<file path="src/shared/ccpc_consts.vh">
// Purpose: constants for the core clock and power control block
// Assumes: 32-bit apb data, register byte address is four times the index
// Notes: behaviour summary follows
`ifndef CCPC_CONSTS_VH
`define CCPC_CONSTS_VH

`define CCPC_IDX_MSB 9
`define CCPC_IDX_LSB 2
`define CCPC_IDX_GEN_CTRL 8'h02
`define CCPC_IDX_PLL 8'h06
`define CCPC_IDX_WAKE_CNT 8'h08
`define CCPC_IDX_SLEEP 8'h09
`define CCPC_IDX_STBY_DIV 8'h10
`define CCPC_IDX_SW_DIV 8'h11
`define CCPC_IDX_STATUS 8'h12

`define CCPC_PLL_R_LSB 0
`define CCPC_PLL_R_MSB 5
`define CCPC_PLL_F_LSB 8
`define CCPC_PLL_F_MSB 19
`define CCPC_PLL_OD_LSB 24
`define CCPC_PLL_OD_MSB 26

`define CCPC_STRAP_00_OD 3'h1
`define CCPC_STRAP_00_F 12'h07A
`define CCPC_STRAP_11_F 12'h077
`define CCPC_STRAP_10_F 12'h031
`define CCPC_STRAP_01_F 12'h017
`define CCPC_STRAP_OD 3'h2
`define CCPC_STRAP_R 6'h00
`define CCPC_STRAP_SAMPLE_EDGE 2'h2

`define CCPC_GEN_REFCLK_BIT 0
`define CCPC_GEN_DIV_EN_BIT 4
`define CCPC_GEN_DIV_WAIT_BIT 5
`define CCPC_GEN_RESET 32'h00000000
`define CCPC_SLEEP_BIT 0

`define CCPC_REF_DIV_LAST 2'h3
`define CCPC_RETURN_SLOW_EDGES 3'h5
// five synchronised high cycles make 0.1 us at 20 ns; the qualifier counts 0 to 4
`define CCPC_WAKE_MIN_LAST 4'h4
`define CCPC_DIV_W 8

`endif

</file>
<file path="src/hw/ccpc_sleep_fsm.v">
// Purpose: sleep state machine gating the core supply
// Assumes: all inputs already synchronised to ref_clk
// Notes: outputs are registered, state is one-hot
`timescale 1ns/1ps
module ccpc_sleep_fsm (
    input wire ref_clk,
    input wire rst,
    input wire fsm_reset_n_s,
    input wire sleep_req_s,
    input wire wake_ok,
    input wire count_zero,
    output reg gate_out,
    output reg gate_oe_n,
    output reg dec_en,
    output reg core_reset_n,
    output reg [2:0] state
);
    localparam ST_ACTIVE = 3'h1;
    localparam ST_SLEEP = 3'h2;
    localparam ST_ENERGISE = 3'h4;

    reg [2:0] state_next;

    always @*
    begin
        state_next = state;
        case (state)
            ST_ACTIVE:
            begin
                if (sleep_req_s)
                    state_next = ST_SLEEP;
            end
            ST_SLEEP:
            begin
                if (wake_ok || count_zero)
                    state_next = ST_ENERGISE;
            end
            ST_ENERGISE:
                state_next = ST_ENERGISE;
            default:
                state_next = ST_ACTIVE;
        endcase
        if (!fsm_reset_n_s)
            state_next = ST_ACTIVE;
    end

    always @(posedge ref_clk)
    begin
        if (rst)
        begin
            state <= ST_ACTIVE;
            gate_out <= 1'b0;
            gate_oe_n <= 1'b1;
            dec_en <= 1'b0;
            core_reset_n <= 1'b1;
        end
        else
        begin
            state <= state_next;
            // only sleep drives the gate; energise keeps the core held in reset
            gate_out <= 1'b0;
            gate_oe_n <= (state_next != ST_SLEEP);
            dec_en <= (state_next == ST_SLEEP);
            core_reset_n <= (state_next == ST_ACTIVE);
        end
    end
endmodule

</file>
<file path="src/hw/ccpc_top.v">
// Purpose: pll straps, standby divider, reference tick and sleep control
// Assumes: ref_clk is the core clock and the oscillator rate for counting
// Notes: zero-wait apb slave; pins pass two flops before use
//
// Our own choices: the APB register port and the placing of the registers.
`timescale 1ns/1ps
`include "ccpc_consts.vh"
module ccpc_top (
    input wire ref_clk,
    input wire rst,
    input wire psel,
    input wire penable,
    input wire pwrite,
    input wire [11:0] paddr,
    input wire [31:0] pwdata,
    input wire req_local,
    output reg [31:0] prdata,
    output reg pready,
    output reg pslverr,
    input wire [1:0] osc_select,
    input wire thread_active,
    input wire wake_pin,
    input wire sleep_fsm_reset_n,
    output reg [5:0] pll_ref_divider,
    output reg [11:0] pll_multiplier,
    output reg [2:0] pll_output_divider,
    output reg ref_tick,
    output reg refclk_from_core,
    output reg core_clk_en,
    output reg standby_active,
    output reg switch_clk_en,
    output reg supply_gate_out,
    output reg supply_gate_oe_n,
    output reg core_reset_n
);
    localparam [3:0] WAKE_MIN_LAST = `CCPC_WAKE_MIN_LAST;

    // pin and sleep request synchronisers
    reg [1:0] strap_m_reg;
    reg [1:0] strap_s_reg;
    reg wake_m_reg;
    reg wake_s_reg;
    reg fsmrst_m_reg;
    reg fsmrst_s_reg;
    reg sleep_m_reg;
    reg sleep_s_reg;

    // registers
    reg [31:0] gen_ctrl_reg;
    reg [`CCPC_DIV_W-1:0] stby_div_reg;
    reg [`CCPC_DIV_W-1:0] sw_div_reg;
    reg [31:0] wake_cnt_reg;
    reg sleep_req_reg;
    reg [1:0] strap_cnt_reg;
    reg strap_done_reg;
    reg [1:0] ref_cnt_reg;
    reg [`CCPC_DIV_W-1:0] sdiv_cnt_reg;
    reg [`CCPC_DIV_W-1:0] swdiv_cnt_reg;
    reg [2:0] ret_cnt_reg;
    reg [3:0] wake_hi_reg;
    reg wake_ok_reg;

    wire fsm_gate_out;
    wire fsm_gate_oe_n;
    wire fsm_dec_en;
    wire fsm_core_reset_n;
    wire [2:0] fsm_state;

    wire [7:0] idx = paddr[`CCPC_IDX_MSB:`CCPC_IDX_LSB];
    wire setup = psel && !penable;
    wire wr_take = psel && penable && pready && pwrite;
    wire protected_idx = (idx == `CCPC_IDX_WAKE_CNT) || (idx == `CCPC_IDX_SLEEP);
    wire wr_ok = wr_take && !(protected_idx && !req_local);
    // >= so that a smaller divisor written mid-count takes hold without a wrap
    wire slow_tick = (sdiv_cnt_reg >= stby_div_reg);
    wire div_en = gen_ctrl_reg[`CCPC_GEN_DIV_EN_BIT];
    wire div_wait = gen_ctrl_reg[`CCPC_GEN_DIV_WAIT_BIT];
    wire want_slow = div_en && (!div_wait || !thread_active);
    wire count_zero = fsm_dec_en && (wake_cnt_reg == 32'h00000000);

    reg mapped;
    reg [31:0] rd_mux;
    reg standby_next;

    always @*
    begin
        mapped = 1'b1;
        rd_mux = 32'h00000000;
        case (idx)
            `CCPC_IDX_GEN_CTRL:
                rd_mux = gen_ctrl_reg;
            `CCPC_IDX_PLL:
            begin
                rd_mux[`CCPC_PLL_R_MSB:`CCPC_PLL_R_LSB] = pll_ref_divider;
                rd_mux[`CCPC_PLL_F_MSB:`CCPC_PLL_F_LSB] = pll_multiplier;
                rd_mux[`CCPC_PLL_OD_MSB:`CCPC_PLL_OD_LSB] = pll_output_divider;
            end
            `CCPC_IDX_WAKE_CNT:
                rd_mux = wake_cnt_reg;
            `CCPC_IDX_SLEEP:
                rd_mux[`CCPC_SLEEP_BIT] = sleep_req_reg;
            `CCPC_IDX_STBY_DIV:
                rd_mux[`CCPC_DIV_W-1:0] = stby_div_reg;
            `CCPC_IDX_SW_DIV:
                rd_mux[`CCPC_DIV_W-1:0] = sw_div_reg;
            `CCPC_IDX_STATUS:
                rd_mux = {26'h0000000, wake_ok_reg, strap_done_reg, fsm_state,
                    standby_active};
            default:
                mapped = 1'b0;
        endcase
    end

    // apb slave: pready rises in the first access cycle, so no wait states
    always @(posedge ref_clk)
    begin
        if (rst)
        begin
            pready <= 1'b0;
            pslverr <= 1'b0;
            prdata <= 32'h00000000;
        end
        else
        begin
            pready <= setup;
            pslverr <= setup && (!mapped || (pwrite && protected_idx && !req_local));
            if (setup && !pwrite)
                prdata <= rd_mux;
        end
    end

    // two-flop synchronisers for pins and the sleep request
    always @(posedge ref_clk)
    begin
        if (rst)
        begin
            strap_m_reg <= 2'h0;
            strap_s_reg <= 2'h0;
            wake_m_reg <= 1'b0;
            wake_s_reg <= 1'b0;
            fsmrst_m_reg <= 1'b0;
            fsmrst_s_reg <= 1'b0;
            sleep_m_reg <= 1'b0;
            sleep_s_reg <= 1'b0;
        end
        else
        begin
            strap_m_reg <= osc_select;
            strap_s_reg <= strap_m_reg;
            wake_m_reg <= wake_pin;
            wake_s_reg <= wake_m_reg;
            fsmrst_m_reg <= sleep_fsm_reset_n;
            fsmrst_s_reg <= fsmrst_m_reg;
            sleep_m_reg <= sleep_req_reg;
            sleep_s_reg <= sleep_m_reg;
        end
    end

    // wake pin qualifier: a glitch shorter than the minimum never wakes
    always @(posedge ref_clk)
    begin
        if (rst)
        begin
            wake_hi_reg <= 4'h0;
            wake_ok_reg <= 1'b0;
        end
        else if (!wake_s_reg)
        begin
            wake_hi_reg <= 4'h0;
            wake_ok_reg <= 1'b0;
        end
        else if (wake_hi_reg == WAKE_MIN_LAST)
            wake_ok_reg <= 1'b1;
        else
            wake_hi_reg <= wake_hi_reg + 4'h1;
    end

    // straps sampled on a fixed edge after release; the board holds them meanwhile
    always @(posedge ref_clk)
    begin
        if (rst)
        begin
            strap_cnt_reg <= 2'h0;
            strap_done_reg <= 1'b0;
        end
        else if (!strap_done_reg)
        begin
            strap_cnt_reg <= strap_cnt_reg + 2'h1;
            if (strap_cnt_reg == `CCPC_STRAP_SAMPLE_EDGE)
                strap_done_reg <= 1'b1;
        end
    end

    // pll fields: loaded from straps, later rewritable by software
    always @(posedge ref_clk)
    begin
        if (rst)
        begin
            pll_ref_divider <= `CCPC_STRAP_R;
            pll_multiplier <= `CCPC_STRAP_00_F;
            pll_output_divider <= `CCPC_STRAP_00_OD;
        end
        else if (!strap_done_reg && strap_cnt_reg == `CCPC_STRAP_SAMPLE_EDGE)
        begin
            pll_ref_divider <= `CCPC_STRAP_R;
            case (strap_s_reg)
                2'h0:
                begin
                    pll_multiplier <= `CCPC_STRAP_00_F;
                    pll_output_divider <= `CCPC_STRAP_00_OD;
                end
                2'h3:
                begin
                    pll_multiplier <= `CCPC_STRAP_11_F;
                    pll_output_divider <= `CCPC_STRAP_OD;
                end
                2'h2:
                begin
                    pll_multiplier <= `CCPC_STRAP_10_F;
                    pll_output_divider <= `CCPC_STRAP_OD;
                end
                default:
                begin
                    pll_multiplier <= `CCPC_STRAP_01_F;
                    pll_output_divider <= `CCPC_STRAP_OD;
                end
            endcase
        end
        else if (wr_ok && idx == `CCPC_IDX_PLL)
        begin
            // fields land unchecked: the frequency limits are software's to keep
            pll_ref_divider <= pwdata[`CCPC_PLL_R_MSB:`CCPC_PLL_R_LSB];
            pll_multiplier <= pwdata[`CCPC_PLL_F_MSB:`CCPC_PLL_F_LSB];
            pll_output_divider <= pwdata[`CCPC_PLL_OD_MSB:`CCPC_PLL_OD_LSB];
        end
    end

    // control, divisor and sleep registers
    always @(posedge ref_clk)
    begin
        if (rst)
        begin
            gen_ctrl_reg <= `CCPC_GEN_RESET;
            stby_div_reg <= {`CCPC_DIV_W{1'b0}};
            sw_div_reg <= {`CCPC_DIV_W{1'b0}};
            sleep_req_reg <= 1'b0;
        end
        else
        begin
            if (wr_ok && idx == `CCPC_IDX_GEN_CTRL)
                gen_ctrl_reg <= pwdata;
            if (wr_ok && idx == `CCPC_IDX_STBY_DIV)
                stby_div_reg <= pwdata[`CCPC_DIV_W-1:0];
            if (wr_ok && idx == `CCPC_IDX_SW_DIV)
                sw_div_reg <= pwdata[`CCPC_DIV_W-1:0];
            if (wr_ok && idx == `CCPC_IDX_SLEEP && pwdata[`CCPC_SLEEP_BIT])
                sleep_req_reg <= 1'b1;
            else if (fsm_state[1])
                sleep_req_reg <= 1'b0;
        end
    end

    // wake counter: loads on write, counts down only while asleep
    always @(posedge ref_clk)
    begin
        if (rst)
            wake_cnt_reg <= 32'h00000000;
        else if (wr_ok && idx == `CCPC_IDX_WAKE_CNT)
            wake_cnt_reg <= pwdata;
        else if (fsm_dec_en && wake_cnt_reg != 32'h00000000)
            wake_cnt_reg <= wake_cnt_reg - 32'h00000001;
    end

    // reference and switch ticks ignore standby so timers keep running
    always @(posedge ref_clk)
    begin
        if (rst)
        begin
            ref_cnt_reg <= 2'h0;
            ref_tick <= 1'b0;
            swdiv_cnt_reg <= {`CCPC_DIV_W{1'b0}};
            switch_clk_en <= 1'b0;
            refclk_from_core <= 1'b0;
        end
        else
        begin
            ref_cnt_reg <= ref_cnt_reg + 2'h1;
            ref_tick <= (ref_cnt_reg == `CCPC_REF_DIV_LAST);
            refclk_from_core <= gen_ctrl_reg[`CCPC_GEN_REFCLK_BIT];
            if (swdiv_cnt_reg >= sw_div_reg)
            begin
                swdiv_cnt_reg <= {`CCPC_DIV_W{1'b0}};
                switch_clk_en <= 1'b1;
            end
            else
            begin
                swdiv_cnt_reg <= swdiv_cnt_reg + {{(`CCPC_DIV_W-1){1'b0}}, 1'b1};
                switch_clk_en <= 1'b0;
            end
        end
    end

    // standby selection; leaving dynamic standby waits a fixed count of slow edges
    always @*
    begin
        standby_next = standby_active;
        if (!div_en)
            standby_next = 1'b0;
        else if (!standby_active && want_slow)
            standby_next = 1'b1;
        else if (standby_active && !want_slow && slow_tick
            && ret_cnt_reg == `CCPC_RETURN_SLOW_EDGES - 3'h1)
            standby_next = 1'b0;
    end

    always @(posedge ref_clk)
    begin
        if (rst)
        begin
            standby_active <= 1'b0;
            sdiv_cnt_reg <= {`CCPC_DIV_W{1'b0}};
            ret_cnt_reg <= 3'h0;
            core_clk_en <= 1'b1;
        end
        else
        begin
            standby_active <= standby_next;
            if (slow_tick)
                sdiv_cnt_reg <= {`CCPC_DIV_W{1'b0}};
            else
                sdiv_cnt_reg <= sdiv_cnt_reg + {{(`CCPC_DIV_W-1){1'b0}}, 1'b1};
            if (!standby_active || want_slow)
                ret_cnt_reg <= 3'h0;
            else if (slow_tick)
                ret_cnt_reg <= ret_cnt_reg + 3'h1;
            // zero divisor makes every cycle a slow tick, so no division
            core_clk_en <= !standby_next || slow_tick;
        end
    end

    ccpc_sleep_fsm u_fsm (
        .ref_clk(ref_clk),
        .rst(rst),
        .fsm_reset_n_s(fsmrst_s_reg),
        .sleep_req_s(sleep_s_reg),
        .wake_ok(wake_ok_reg),
        .count_zero(count_zero),
        .gate_out(fsm_gate_out),
        .gate_oe_n(fsm_gate_oe_n),
        .dec_en(fsm_dec_en),
        .core_reset_n(fsm_core_reset_n),
        .state(fsm_state)
    );

    always @(posedge ref_clk)
    begin
        if (rst)
        begin
            supply_gate_out <= 1'b0;
            supply_gate_oe_n <= 1'b1;
            core_reset_n <= 1'b1;
        end
        else
        begin
            supply_gate_out <= fsm_gate_out;
            supply_gate_oe_n <= fsm_gate_oe_n;
            core_reset_n <= fsm_core_reset_n;
        end
    end
endmodule

</file>
<file path="config.mk">
export PLATFORM = sky130hd
export DESIGN_NAME = ccpc_top
export DESIGN_NICKNAME = d
export VERILOG_FILES = /design/src/hw/ccpc_sleep_fsm.v /design/src/hw/ccpc_top.v
export VERILOG_INCLUDE_DIRS = /design/src /design/src/shared
export SDC_FILE = /design/constraint.sdc
export NUM_CORES = 1
export LEC_CHECK = 0
export BUFFER_PORTS_ARGS = -buffer_cell sky130_fd_sc_hd__buf_2
export CELL_PAD_IN_SITES_DETAIL_PLACEMENT = 0
export CELL_PAD_IN_SITES_GLOBAL_PLACEMENT = 1
export CORE_ASPECT_RATIO = 0.8
export CORE_UTILIZATION = 46
export CTS_CLUSTER_DIAMETER = 200
export CTS_CLUSTER_SIZE = 8
export DETAILED_ROUTE_END_ITERATION = 10
export PLACE_DENSITY_LB_ADDON = 0.1
export RECOVER_POWER = 50
export SLEW_MARGIN = 20
export SYNTH_ARGS = -nofsm -noshare
export SYNTH_HDL_FRONTEND = slang
export SYNTH_HIERARCHICAL = 1
export SYNTH_SLANG_ARGS = --single-unit
</file>
<file path="constraint.sdc">
create_clock -name ref_clk -period 4.5 [get_ports ref_clk]
set_input_delay 0.45 -clock ref_clk [delete_from_list [all_inputs] [get_ports ref_clk]]
set_output_delay 0.45 -clock ref_clk [all_outputs]
set_load 0.03 [all_outputs]
</file>
---- Word level (Yosys, flattened, before mapping) ----
Index checks and enable logic that the tools add are counted.
cells by class
  add/subtract/negate cells ............... 7
  magnitude comparators ................... 2
  equal/unequal tests ..................... 19
  multiplexer cells ....................... 28
  bitwise operators ....................... 1
  reduce and logical (&&, ||, !) cells .... 54
operator list
  kind                                                  count
  two-way mux 32 bit                                    2
  case mux 12 bit (3 select lines)                      1
  zero test 32 bit                                      1
  nonzero test 32 bit                                   1
  subtractor 32 x 1 -> 32 bit (second input constant)   1
  case mux 5 bit (6 select lines)                       1
  logical AND 1 bit                                     25
  equality test 8 x 5 -> 1 bit (second input constant)  3
  two-way mux 12 bit                                    2
  case mux 7 bit (3 select lines)                       1
  case mux 3 bit (3 select lines)                       2
  adder 8 x 1 -> 8 bit (second input constant)          2
  equality test 8 x 4 -> 1 bit (second input constant)  2
  >= comparator 8 bit                                   2
  two-way mux 3 bit                                     5
  zero test 1 bit                                       11
  case mux 5 bit (2 select lines)                       1
  OR reduction 2 bit                                    5
  two-way mux 1 bit                                     9
  equality test 2 bit (second input constant)           4
  equality test 8 x 2 -> 1 bit (second input constant)  1
  equality test 8 x 3 -> 1 bit (second input constant)  1
  case mux 2 bit (4 select lines)                       1
  case mux 4 bit (2 select lines)                       1
  15 further kinds                                      26
storage, ports and cells
  bits in registers ....................... 188
  bits of input ports ..................... 55
  word-level logic and storage cells ...... 149

---- Longest topological paths before layout ----
Gate-level depths: netlist (run 1).
  depth in word-level cells ............... 12
  mapped depth ............................ 9

---- Cells and area by module ----
The synthesis (run 1) kept the hierarchy.
modules (own cells, without submodules)
  module          times used  cells an instance  area an instance (sq um)
  ccpc_top        1           968                8177.8
  ccpc_sleep_fsm  1           23                 245.2

---- Least setup slack after synthesis (run 1) ----
Ideal clock, no wire load.
  path type ............................... reg2reg
  start ................................... register wake_cnt_reg[13]
  end ..................................... register wake_cnt_reg[31]
  setup time .............................. 91 ps
  arrival time ............................ 2638 ps
  slack ................................... 1771 ps
  stages on the path, launching flop included .. 8
  period minus slack after synthesis ...... 2729 ps
  cells stage by stage .................... dfxtp_1 buf_6 or4_4 or4_1 buf_2 or4_4 or3_1 a311oi_1
on the way
  longest elaborated chain between the ends .. 3
  elaborated cells on any way between the ends .. 6
ends and longest elaborated chain
  element                                                             line                            source
  from (decl)                                                         ccpc_top.v:52                   reg [31:0] wake_cnt_reg;
  from (signal assigned)                                              ccpc_top.v:269                  wake_cnt_reg <= pwdata;
  from (signal assigned)                                              ccpc_top.v:271                  wake_cnt_reg <= wake_cnt_reg - 32'h00000001;
  subtractor 32 x 1 -> 32 bit or nonzero test 32 bit (tied branches)  ccpc_top.v:271, ccpc_top.v:270
  two-way mux 32 bit or logical AND 1 bit (tied branches)             ccpc_top.v:270                  else if (fsm_dec_en && wake_cnt_reg != 32'h00000000)
  two-way mux 32 bit or nonzero test 2 bit (tied branches)            n/a
Parallel ways exist; a longest one is shown, timed or not. The select of a mux whose other input is x is not followed.
A chain may end at the register's enable or synchronous reset.

==> flow_summary.rst, run 1 <==
.. list-table::
   :header-rows: 1

   * - Metric
     - Value
   * - Sum of buffers and inverters on the critical path
     - 2
   * - Worst max-slew margin expressed relative to the limit
     - -72.5%
   * - Number of ports placed on the die boundary
     - 118
   * - Post-DRT Antenna Nets
     - 0
   * - Worst clock skew
     - 0.00644 ns
   * - Number of hold violations in the final report
     - 0
   * - Synthesized area
     - 8420 sq um
   * - Gate power share
     - 7.1%
   * - Die Area
     - 18,900 sq um
   * - Setup TNS after final layout
     - 0 ns
   * - Most numerous cell in the Yosys netlist
     - dfxtp_1
   * - Slew at the pin closest to its max-slew limit
     - 2.59 ns
   * - Net count after synthesis
     - 1,077
   * - Initial core utilization
     - 47.7%
   * - Total wire length after detailed routing
     - 22,800 um
   * - Floorplan core area
     - 17,600 sq um
   * - Power Dens Cells
     - 367 nW/um^2
   * - Final period utilization
     - 69.2%
   * - Net Sw Power
     - 879 uW
   * - Number of global-route vias before repair
     - 6,594
   * - Failing checks
     - capacitance limit, slew limit
   * - Number of nets in the layout
     - 1,158
   * - CTS tree
     - built
   * - Largest vdd supply drop
     - 0.236 mV
   * - Summed area of non-filler cells in the final layout
     - 9670 sq um
   * - Maximum number of pins on one net before global-route repair
     - 60
   * - FF-to-FF path depth
     - 6
   * - Maximum single-stage delay on the critical path
     - 1.80 ns
   * - Flip-flop and latch count after synthesis
     - 189
   * - Width of the chip
     - 153 um
   * - First-pass GRT wire length
     - 36,700 um
   * - Fill cell total of the finished layout
     - 1,758
   * - DRC violations left
     - 0
   * - Clk network pwr share
     - 43.8%
   * - Number of setup buffers added after CTS
     - 0
   * - Sequential share of the synthesized area
     - 44.9%
   * - Drt pass-1 iters
     - 5
   * - Global-route congestion overflow total
     - 0
   * - Critical Path End Type
     - flip-flop
   * - Tot GR Track Use
     - 25.1%
   * - Lkg Pwr
     - 0.00349 uW
   * - Switching share of power
     - 24.8%
   * - Multi-input combinational cell area
     - 4290 sq um
   * - Internal cell power
     - 2670 uW
   * - Routed wire per std cell
     - 17.4 um
   * - Cell with the largest stage delay on the worst path
     - clkbuf_1
   * - YS warnings
     - 6
   * - Status
     - finished with violations
   * - Max Clock Freq
     - 0.321 GHz
   * - Arrival time of data at the critical path endpoint
     - 3.47 ns
   * - Clock insertion delay at the later pin of the skew report
     - 0.43 ns
   * - Number of maximum-capacitance violations
     - 1
   * - Number of buffers created by CTS
     - 17
   * - Hold Path Class
     - in2reg
   * - Diodes inserted
     - 0
   * - Area growth from synthesis to layout
     - 14.8%
   * - Number of design-rule violations left by the first detailed-router iteration
     - 665
   * - Final min period
     - 3.11 ns
   * - Top delay family on crit path
     - buffers and inverters
   * - H-tree depth
     - 4
   * - Row count
     - 43
   * - Largest driver fanout on the critical path
     - 59
   * - Leading cell types by count after synthesis
     - dfxtp_1 (189), nand2_1 (152), nor2_1 (108)
   * - Via density
     - 5.52
   * - Master cell of the clock root buffer
     - clkbuf_16
   * - Number of sinks driven by the clock tree
     - 189
   * - Maximum buffer depth of the clock tree
     - 2
   * - Class of the most critical setup path
     - in2reg
   * - Floorplan die height
     - 123 um
   * - Main area contributors after synthesis
     - dfxtp_1 (45%), nand2_1 (6.8%), nor2_1 (4.8%)
   * - Post-Place Cell Area
     - 9140 sq um
   * - Placer's final routability congestion estimate
     - 0.830
   * - Initial antenna violation count
     - 0
   * - Hold WS
     - 0.224 ns
   * - Via count
     - 7,237
   * - CP cell instances
     - clkbuf_1 > buf_4 > nand2b_1 > o21bai_1
   * - Crit path required time
     - 4.86 ns
   * - Number of instances in the synthesized netlist
     - 991
   * - Final slew viol count
     - 60
   * - Critical Path Start Type
     - primary input
   * - Post-cts repair resize count
     - 0
   * - Async set-reset flop share out of synthesis
     - 0%
   * - Setup repair after global routing missed its margin
     - false
   * - DPL Wire Length
     - 15,800 um
   * - CP Depth
     - 4
   * - Yosys top cell area share
     - 44.9%
   * - Most area-hungry cell type in the Yosys netlist
     - dfxtp_1
   * - Post-synthesis average cell area
     - 8.50 sq um
   * - Sequential share of power
     - 49.1%
   * - Number of distinct library cells after synthesis
     - 63
   * - Number of port buffers
     - 113
   * - Number of synthesized flops with an enable pin
     - 0
   * - Clock transition time at the flip-flop clock pins of the worst setup and hold paths
     - 0.07 ns
   * - Reg area
     - 3780 sq um
   * - CTS Hold Buffers Added
     - 0
   * - Share of final-layout standard cells stronger than drive strength 1
     - 10.5%
   * - Setup-failing EPs final
     - 0
   * - Worst Hold Path Cells
     - 2
   * - Top FF cell, synth
     - dfxtp_1
per-stage QoR:
| stage | instances | setup slack [ns] | total power [uW] | utilization [%] |
|---|---|---|---|---|
| 6_report | 1310 | 1.39 | 3550 | 54.8 |
| 4_1_cts | 1310 | 1.52 | 3590 | 55.3 |
| 2_1_floorplan | 991 | 1.77 | 1940 | - |
| 3_3_place_gp | 1278 | 1.40 | 2030 | 51.8 |
| 5_1_grt | 1310 | 1.05 | 3680 | 54.8 |
| 3_5_place_dp | 1278 | 1.39 | 2040 | 51.8 |
layout make-up:
cell class,instances,share of cell area (%)
multi-input combinational,706,44.4
timing repair buffer,126,6.03
tap,225,2.91
sequential,189,39.1
clock buffer,21,4.97
inverter,32,1.24
clock inverter,11,1.33
worst paths after layout:
kind,slack (ns),startpoint,to
worst max register to register,1.51,wake_cnt_reg[13],wake_cnt_reg[27]
worst min register to register,0.41,u_fsm/core_reset_n,core_reset_n
worst max-delay path,1.39,rst,u_fsm/core_reset_n
worst min-delay path,0.22,osc_select[1],strap_m_reg[1]
cell usage in the layout, fill, tap and decap left out, types with 19 or more instances in the layout:
| cell type | count |
|---|---|
| nor2_1 | 106 |
| clkbuf_1 | 64 |
| nor3_1 | 27 |
| inv_1 | 31 |
| o21ai_0 | 30 |
| buf_2 | 49 |
| nand2_1 | 152 |
| dfxtp_1 | 189 |
| ha_1 | 31 |
| a21oi_1 | 63 |
| nand3_1 | 19 |
| mux2i_1 | 25 |
| a211oi_1 | 37 |
routing by layer:
metal  part of all wire [%]  GRT usage, %
met2                     40          35.5
met4                   0.78          6.12
met5                      0             0
met3                    6.3          4.49
met1                     53          38.8
kinds of logic (layout without fill, tap and decap cells):
kind of cell / Yosys count / in the layout / share of synthesized area [%]
flip-flops: 189 / 189 / 44.9
multiplexers: 25 / 25 / 2.97
other: 1 / 1 / 0.0445
XOR/XNOR: 35 / 35 / 3.64
buffers and inverters: 96 / 190 / 4.43
AND/OR/NAND/NOR: 400 / 400 / 22.1
adder cells (fa/ha/maj): 31 / 31 / 4.60
AO/OA/AOI/OAI: 214 / 214 / 17.3
power groups by stage:
stage | Sequential (uW) | Clock (uW) | Combinational (uW)
floorplan | 1810 | 0 | 120
finish | 1740 | 1550 | 253
CTS | 1740 | 1590 | 259
global route | 1740 | 1660 | 279
detailed placement | 1780 | 0 | 258
global placement | 1780 | 0 | 256
Power figures use the tool's default switching activity.
==> run 2: changes to the inputs <==
--- a/config.mk
+++ b/config.mk
@@ -6,11 +6,12 @@
 export SDC_FILE = /design/constraint.sdc
 export NUM_CORES = 1
 export LEC_CHECK = 0
+export ABC_AREA = 1
 export BUFFER_PORTS_ARGS = -buffer_cell sky130_fd_sc_hd__buf_2
 export CELL_PAD_IN_SITES_DETAIL_PLACEMENT = 0
 export CELL_PAD_IN_SITES_GLOBAL_PLACEMENT = 1
 export CORE_ASPECT_RATIO = 0.8
-export CORE_UTILIZATION = 46
+export CORE_UTILIZATION = 42
 export CTS_CLUSTER_DIAMETER = 200
 export CTS_CLUSTER_SIZE = 8
 export DETAILED_ROUTE_END_ITERATION = 10
==> constraint.sdc (replaced) <==
create_clock -name ref_clk -period 3.3 [get_ports ref_clk]
set_input_delay 0.33 -clock ref_clk [delete_from_list [all_inputs] [get_ports ref_clk]]
set_output_delay 0.33 -clock ref_clk [all_outputs]
set_load 0.03 [all_outputs]
==> run 2 against run 1 <==
  * The run now ends clean
  * Non-clock buffer count grew 3
  * First-iteration DRC count grew 20%
  * Sequential power grew 37%
  * Largest power group unchanged
  * Critical path type is now reg2reg
  * Critical path depth grew 5
  * Cell count grew 35%
  * Count of clock-buffer cells in the layout shrank 4
  * Wire length grew 23%
  * Largest cell class unchanged
  * Global-route usage shrank 0.28 points
  * Synthesized area grew 12%
  * Power grew 40%
==> flow_summary.rst, run 2 <==
.. list-table::
   :header-rows: 1

   * - Metric
     - Value
   * - Status
     - finished clean
   * - Final slew viol count
     - 0 (-100%)
   * - Startpoint of the lowest-slack register-to-register path
     - wake_cnt_reg[0]
   * - Leading cell types by count after synthesis
     - nand2_1 (287), dfxtp_1 (189), inv_1 (186)
   * - Most numerous cell in the Yosys netlist
     - nand2_1
   * - Initial antenna violation count
     - 0 (unchanged)
   * - Number of distinct library cells after synthesis
     - 40 (-37%)
   * - Initial core utilization
     - 43.2% (-4.5 points)
   * - Number of maximum-capacitance violations
     - 0 (-1)
   * - Synthesized area
     - 9400 sq um (+12%)
   * - Global-route congestion overflow total
     - 0 (unchanged)
   * - Setup-failing EPs final
     - 0 (unchanged)
   * - Largest vdd supply drop
     - 0.315 mV (+33%)
   * - Master cell of the clock root buffer
     - clkbuf_16
   * - Yosys top cell area share
     - 40.3% (-4.6 points)
   * - Flip-flop and latch count after synthesis
     - 189 (unchanged)
   * - Share of final-layout standard cells stronger than drive strength 1
     - 8.20% (-2.3 points)
   * - Largest driver fanout on the critical path
     - 7 (-88%)
   * - YS warnings
     - 6 (unchanged)
   * - Post-synthesis average cell area
     - 6.86 sq um (-19%)
   * - Area growth from synthesis to layout
     - 14.4%
   * - Setup repair after global routing missed its margin
     - false
   * - Main area contributors after synthesis
     - dfxtp_1 (40%), nand2_1 (11%), inv_1 (7.4%)
   * - Net count after synthesis
     - 1,455 (+35%)
   * - Number of buffers created by CTS
     - 17 (unchanged)
   * - Class of the most critical setup path
     - reg2reg
   * - Flop-to-flop setup slack
     - 1.03 ns (-0.48 ns)
   * - Hold Path Class
     - in2reg
   * - Maximum buffer depth of the clock tree
     - 2 (unchanged)
   * - Tot GR Track Use
     - 24.8% (-0.28 points)
   * - Reg2Reg Capture Point
     - wake_cnt_reg[31]
   * - CP cell instances
     - inv_1 > nand3_1 > nor2_1 > nand2_1 > o21ai_0 > nand3_1 > nor2_1 > nor2_1 > nor2_1
   * - Routed wire per std cell
     - 15.7 um (-9.4%)
   * - Final min period
     - 2.27 ns
   * - Power Dens Cells
     - 464 nW/um^2 (+26%)
   * - Top FF cell, synth
     - dfxtp_1
   * - Worst clock skew
     - 0.0102 ns (+0.00371 ns)
   * - Most frequent cells in the layout
     - nand2_1 (287), dfxtp_1 (189), inv_1 (187)
   * - DPL Wire Length
     - 20,600 um (+31%)
   * - Number of port buffers
     - 113 (unchanged)
   * - Number of nets in the layout
     - 1,548 (+34%)
   * - Number of global-route vias before repair
     - 7,889 (+20%)
   * - Maximum number of pins on one net before global-route repair
     - 58 (-3.3%)
   * - Async set-reset flop share out of synthesis
     - 0% (unchanged)
   * - Crit path required time
     - 3.66 ns (-1.20 ns)
   * - Width of the chip
     - 169 um (+10%)
   * - Non-filler cells, final
     - 1,775 (+35%)
   * - Die Area
     - 23,000 sq um (+22%)
   * - Lkg Pwr
     - 0.00476 uW (+37%)
   * - Launch point of the critical path
     - wake_cnt_reg[0]
   * - Row count
     - 48 (+12%)
   * - Cell with the largest stage delay on the worst path
     - nor2_1
   * - Via density
     - 5.00 (-9.4%)
   * - Worst max-slew margin expressed relative to the limit
     - 9.13% (+82 points)
   * - Clock transition time at the flip-flop clock pins of the worst setup and hold paths
     - 0.08 ns (about the same)
   * - Number of design-rule violations left by the first detailed-router iteration
     - 799 (+20%)
   * - Sequential share of the synthesized area
     - 40.3% (-4.6 points)
   * - Slew at the pin closest to its max-slew limit
     - 1.36 ns (-1.22 ns)
   * - Number of setup buffers added after CTS
     - 0 (unchanged)
   * - Fill cell total of the finished layout
     - 2,318 (+32%)
   * - Total wire length after detailed routing
     - 27,900 um (+23%)
   * - Arrival time of data at the critical path endpoint
     - 2.62 ns (-0.85 ns)
   * - Maximum single-stage delay on the critical path
     - 0.57 ns (-1.23 ns)
   * - Placer's final routability congestion estimate
     - 0.912 (+9.9%)
   * - Critical Path Start Type
     - flip-flop
   * - Most area-hungry cell type in the Yosys netlist
     - dfxtp_1
   * - Post-cts repair resize count
     - 0 (unchanged)
   * - Via count
     - 8,880 (+23%)
   * - First-pass GRT wire length
     - 44,100 um (+20%)
   * - H-tree depth
     - 4 (unchanged)
   * - Leading cell type in the layout, fill and taps excluded
     - nand2_1
   * - Floorplan core area
     - 21,700 sq um (+23%)
   * - Worst setup path endpoint
     - wake_cnt_reg[31]
   * - Dominant cell type by count on the critical path
     - nor2_1
   * - Drt pass-1 iters
     - 5 (unchanged)
   * - FF-to-FF path depth
     - 9 (+3)
   * - Diodes inserted
     - 0 (unchanged)
   * - Power after layout
     - 4980 uW (+40%)
   * - Max Clock Freq
     - 0.441 GHz
   * - Number of sinks driven by the clock tree
     - 189 (unchanged)
   * - Setup TNS after final layout
     - 0 ns (unchanged)
   * - CTS tree
     - built
   * - CTS Hold Buffers Added
     - 0 (unchanged)
   * - Number of instances in the synthesized netlist
     - 1,369 (+38%)
   * - Number of cells in the design after placement
     - 1,743 (+36%)
   * - Number of hold violations in the final report
     - 0 (unchanged)
   * - Critical Path End Type
     - flip-flop
   * - Final period utilization
     - 68.8%
   * - Number of synthesized flops with an enable pin
     - 0 (unchanged)
   * - Post-DRT Antenna Nets
     - 0 (unchanged)
   * - Number of ports placed on the die boundary
     - 118 (unchanged)
   * - Clock insertion delay at the later pin of the skew report
     - 0.44 ns (about the same)
   * - DRC violations left
     - 0 (unchanged)
   * - Floorplan die height
     - 136 um (+10%)
[run 2: cell types whose count changed after synthesis, sizes merged, moves of 22 or more]
| cell | before | now |
|---|---|---|
| nor2 | 108 | 171 |
| nand2 | 152 | 295 |
| buf | 5 | 27 |
| a21oi | 63 | 103 |
| inv | 32 | 191 |
| mux2i | 25 | 0 |
| o21ai | 31 | 94 |
| a211oi | 38 | 2 |
| nand3 | 20 | 132 |
| clkbuf | 59 | 28 |
[run 2: through the flow]
stage	utilization [%]	worst slack, ns	instance area (sq um)	hold slack [ns]
2_1_floorplan	-	1.62	9400	0.388
3_3_place_gp	47.1	0.967	10200	0.392
3_5_place_dp	47.1	0.979	10200	0.395
4_1_cts	49.9	1.02	10800	0.0758
5_1_grt	49.4	0.793	10700	0.0899
6_report	49.4	1.03	10700	0.0878
[run 2: how the worst min path moves through the flow]
stage	slack (ns)	from	cells after the start	to
2_1_floorplan	0.39	fsmrst_m_reg	2	fsmrst_s_reg
3_3_place_gp	0.39	strap_m_reg[1]	2	strap_s_reg[1]
3_5_place_dp	0.40	sleep_m_reg	2	sleep_s_reg
4_1_cts	0.08	wake_pin	3	wake_m_reg
5_1_grt	0.09	sleep_fsm_reset_n	3	fsmrst_m_reg
6_report	0.09	osc_select[1]	3	strap_m_reg[1]
[run 2: power breakdown]
group          internal [uW]  switching (uW)  total, uW  leakage (uW)
Clock                   1150            1020       2170      0.000290
Sequential              2340            39.2       2380       0.00153
Combinational            115             321        436       0.00295
[run 2: logic make-up (layout without fill, tap and decap cells)]
logic type	after synthesis	after routing	share of synthesized area, %
simple gates	635	635	28.7
buf+inv	249	355	10.4
compound gates	240	240	14.2
other cells	1	1	0.0399
fa+ha+maj	31	31	4.13
xor+xnor	24	24	2.24
flops	189	189	40.3
[run 2: cell type report]
| type | instances | area (sq um) | share of cell area (%) |
|---|---|---|---|
| sequential | 189 | 3780 | 35.2 |
| clock inverter | 15 | 180 | 1.68 |
| clock buffer | 17 | 425 | 3.96 |
| multi-input combinational | 931 | 4630 | 43.1 |
| tap | 300 | 375 | 3.49 |
| inverter | 194 | 728 | 6.78 |
| timing repair buffer | 129 | 623 | 5.80 |
[run 2: critical path, delay by kind of cell, from the launching register on]
family / cells / cell delay [ns]
flip-flops: 1 / 0.32
AO/OA/AOI/OAI: 1 / 0.26
AND/OR/NAND/NOR: 7 / 1.47
buffers and inverters: 1 / 0.15
[run 2: metal layers]
| metal | up-vias | share of wire (%) | routed length (um) | track usage [%] |
|---|---|---|---|---|
| met4 | 0 | 0.64 | 178 | 4.65 |
| met1 | 4014 | 53 | 14700 | 37.3 |
| met3 | 11 | 6.1 | 1690 | 5.11 |
| met5 | - | 0 | 0 | 0 |
| met2 | 251 | 41 | 11400 | 36.4 |
| li1 | 4604 | - | - | - |
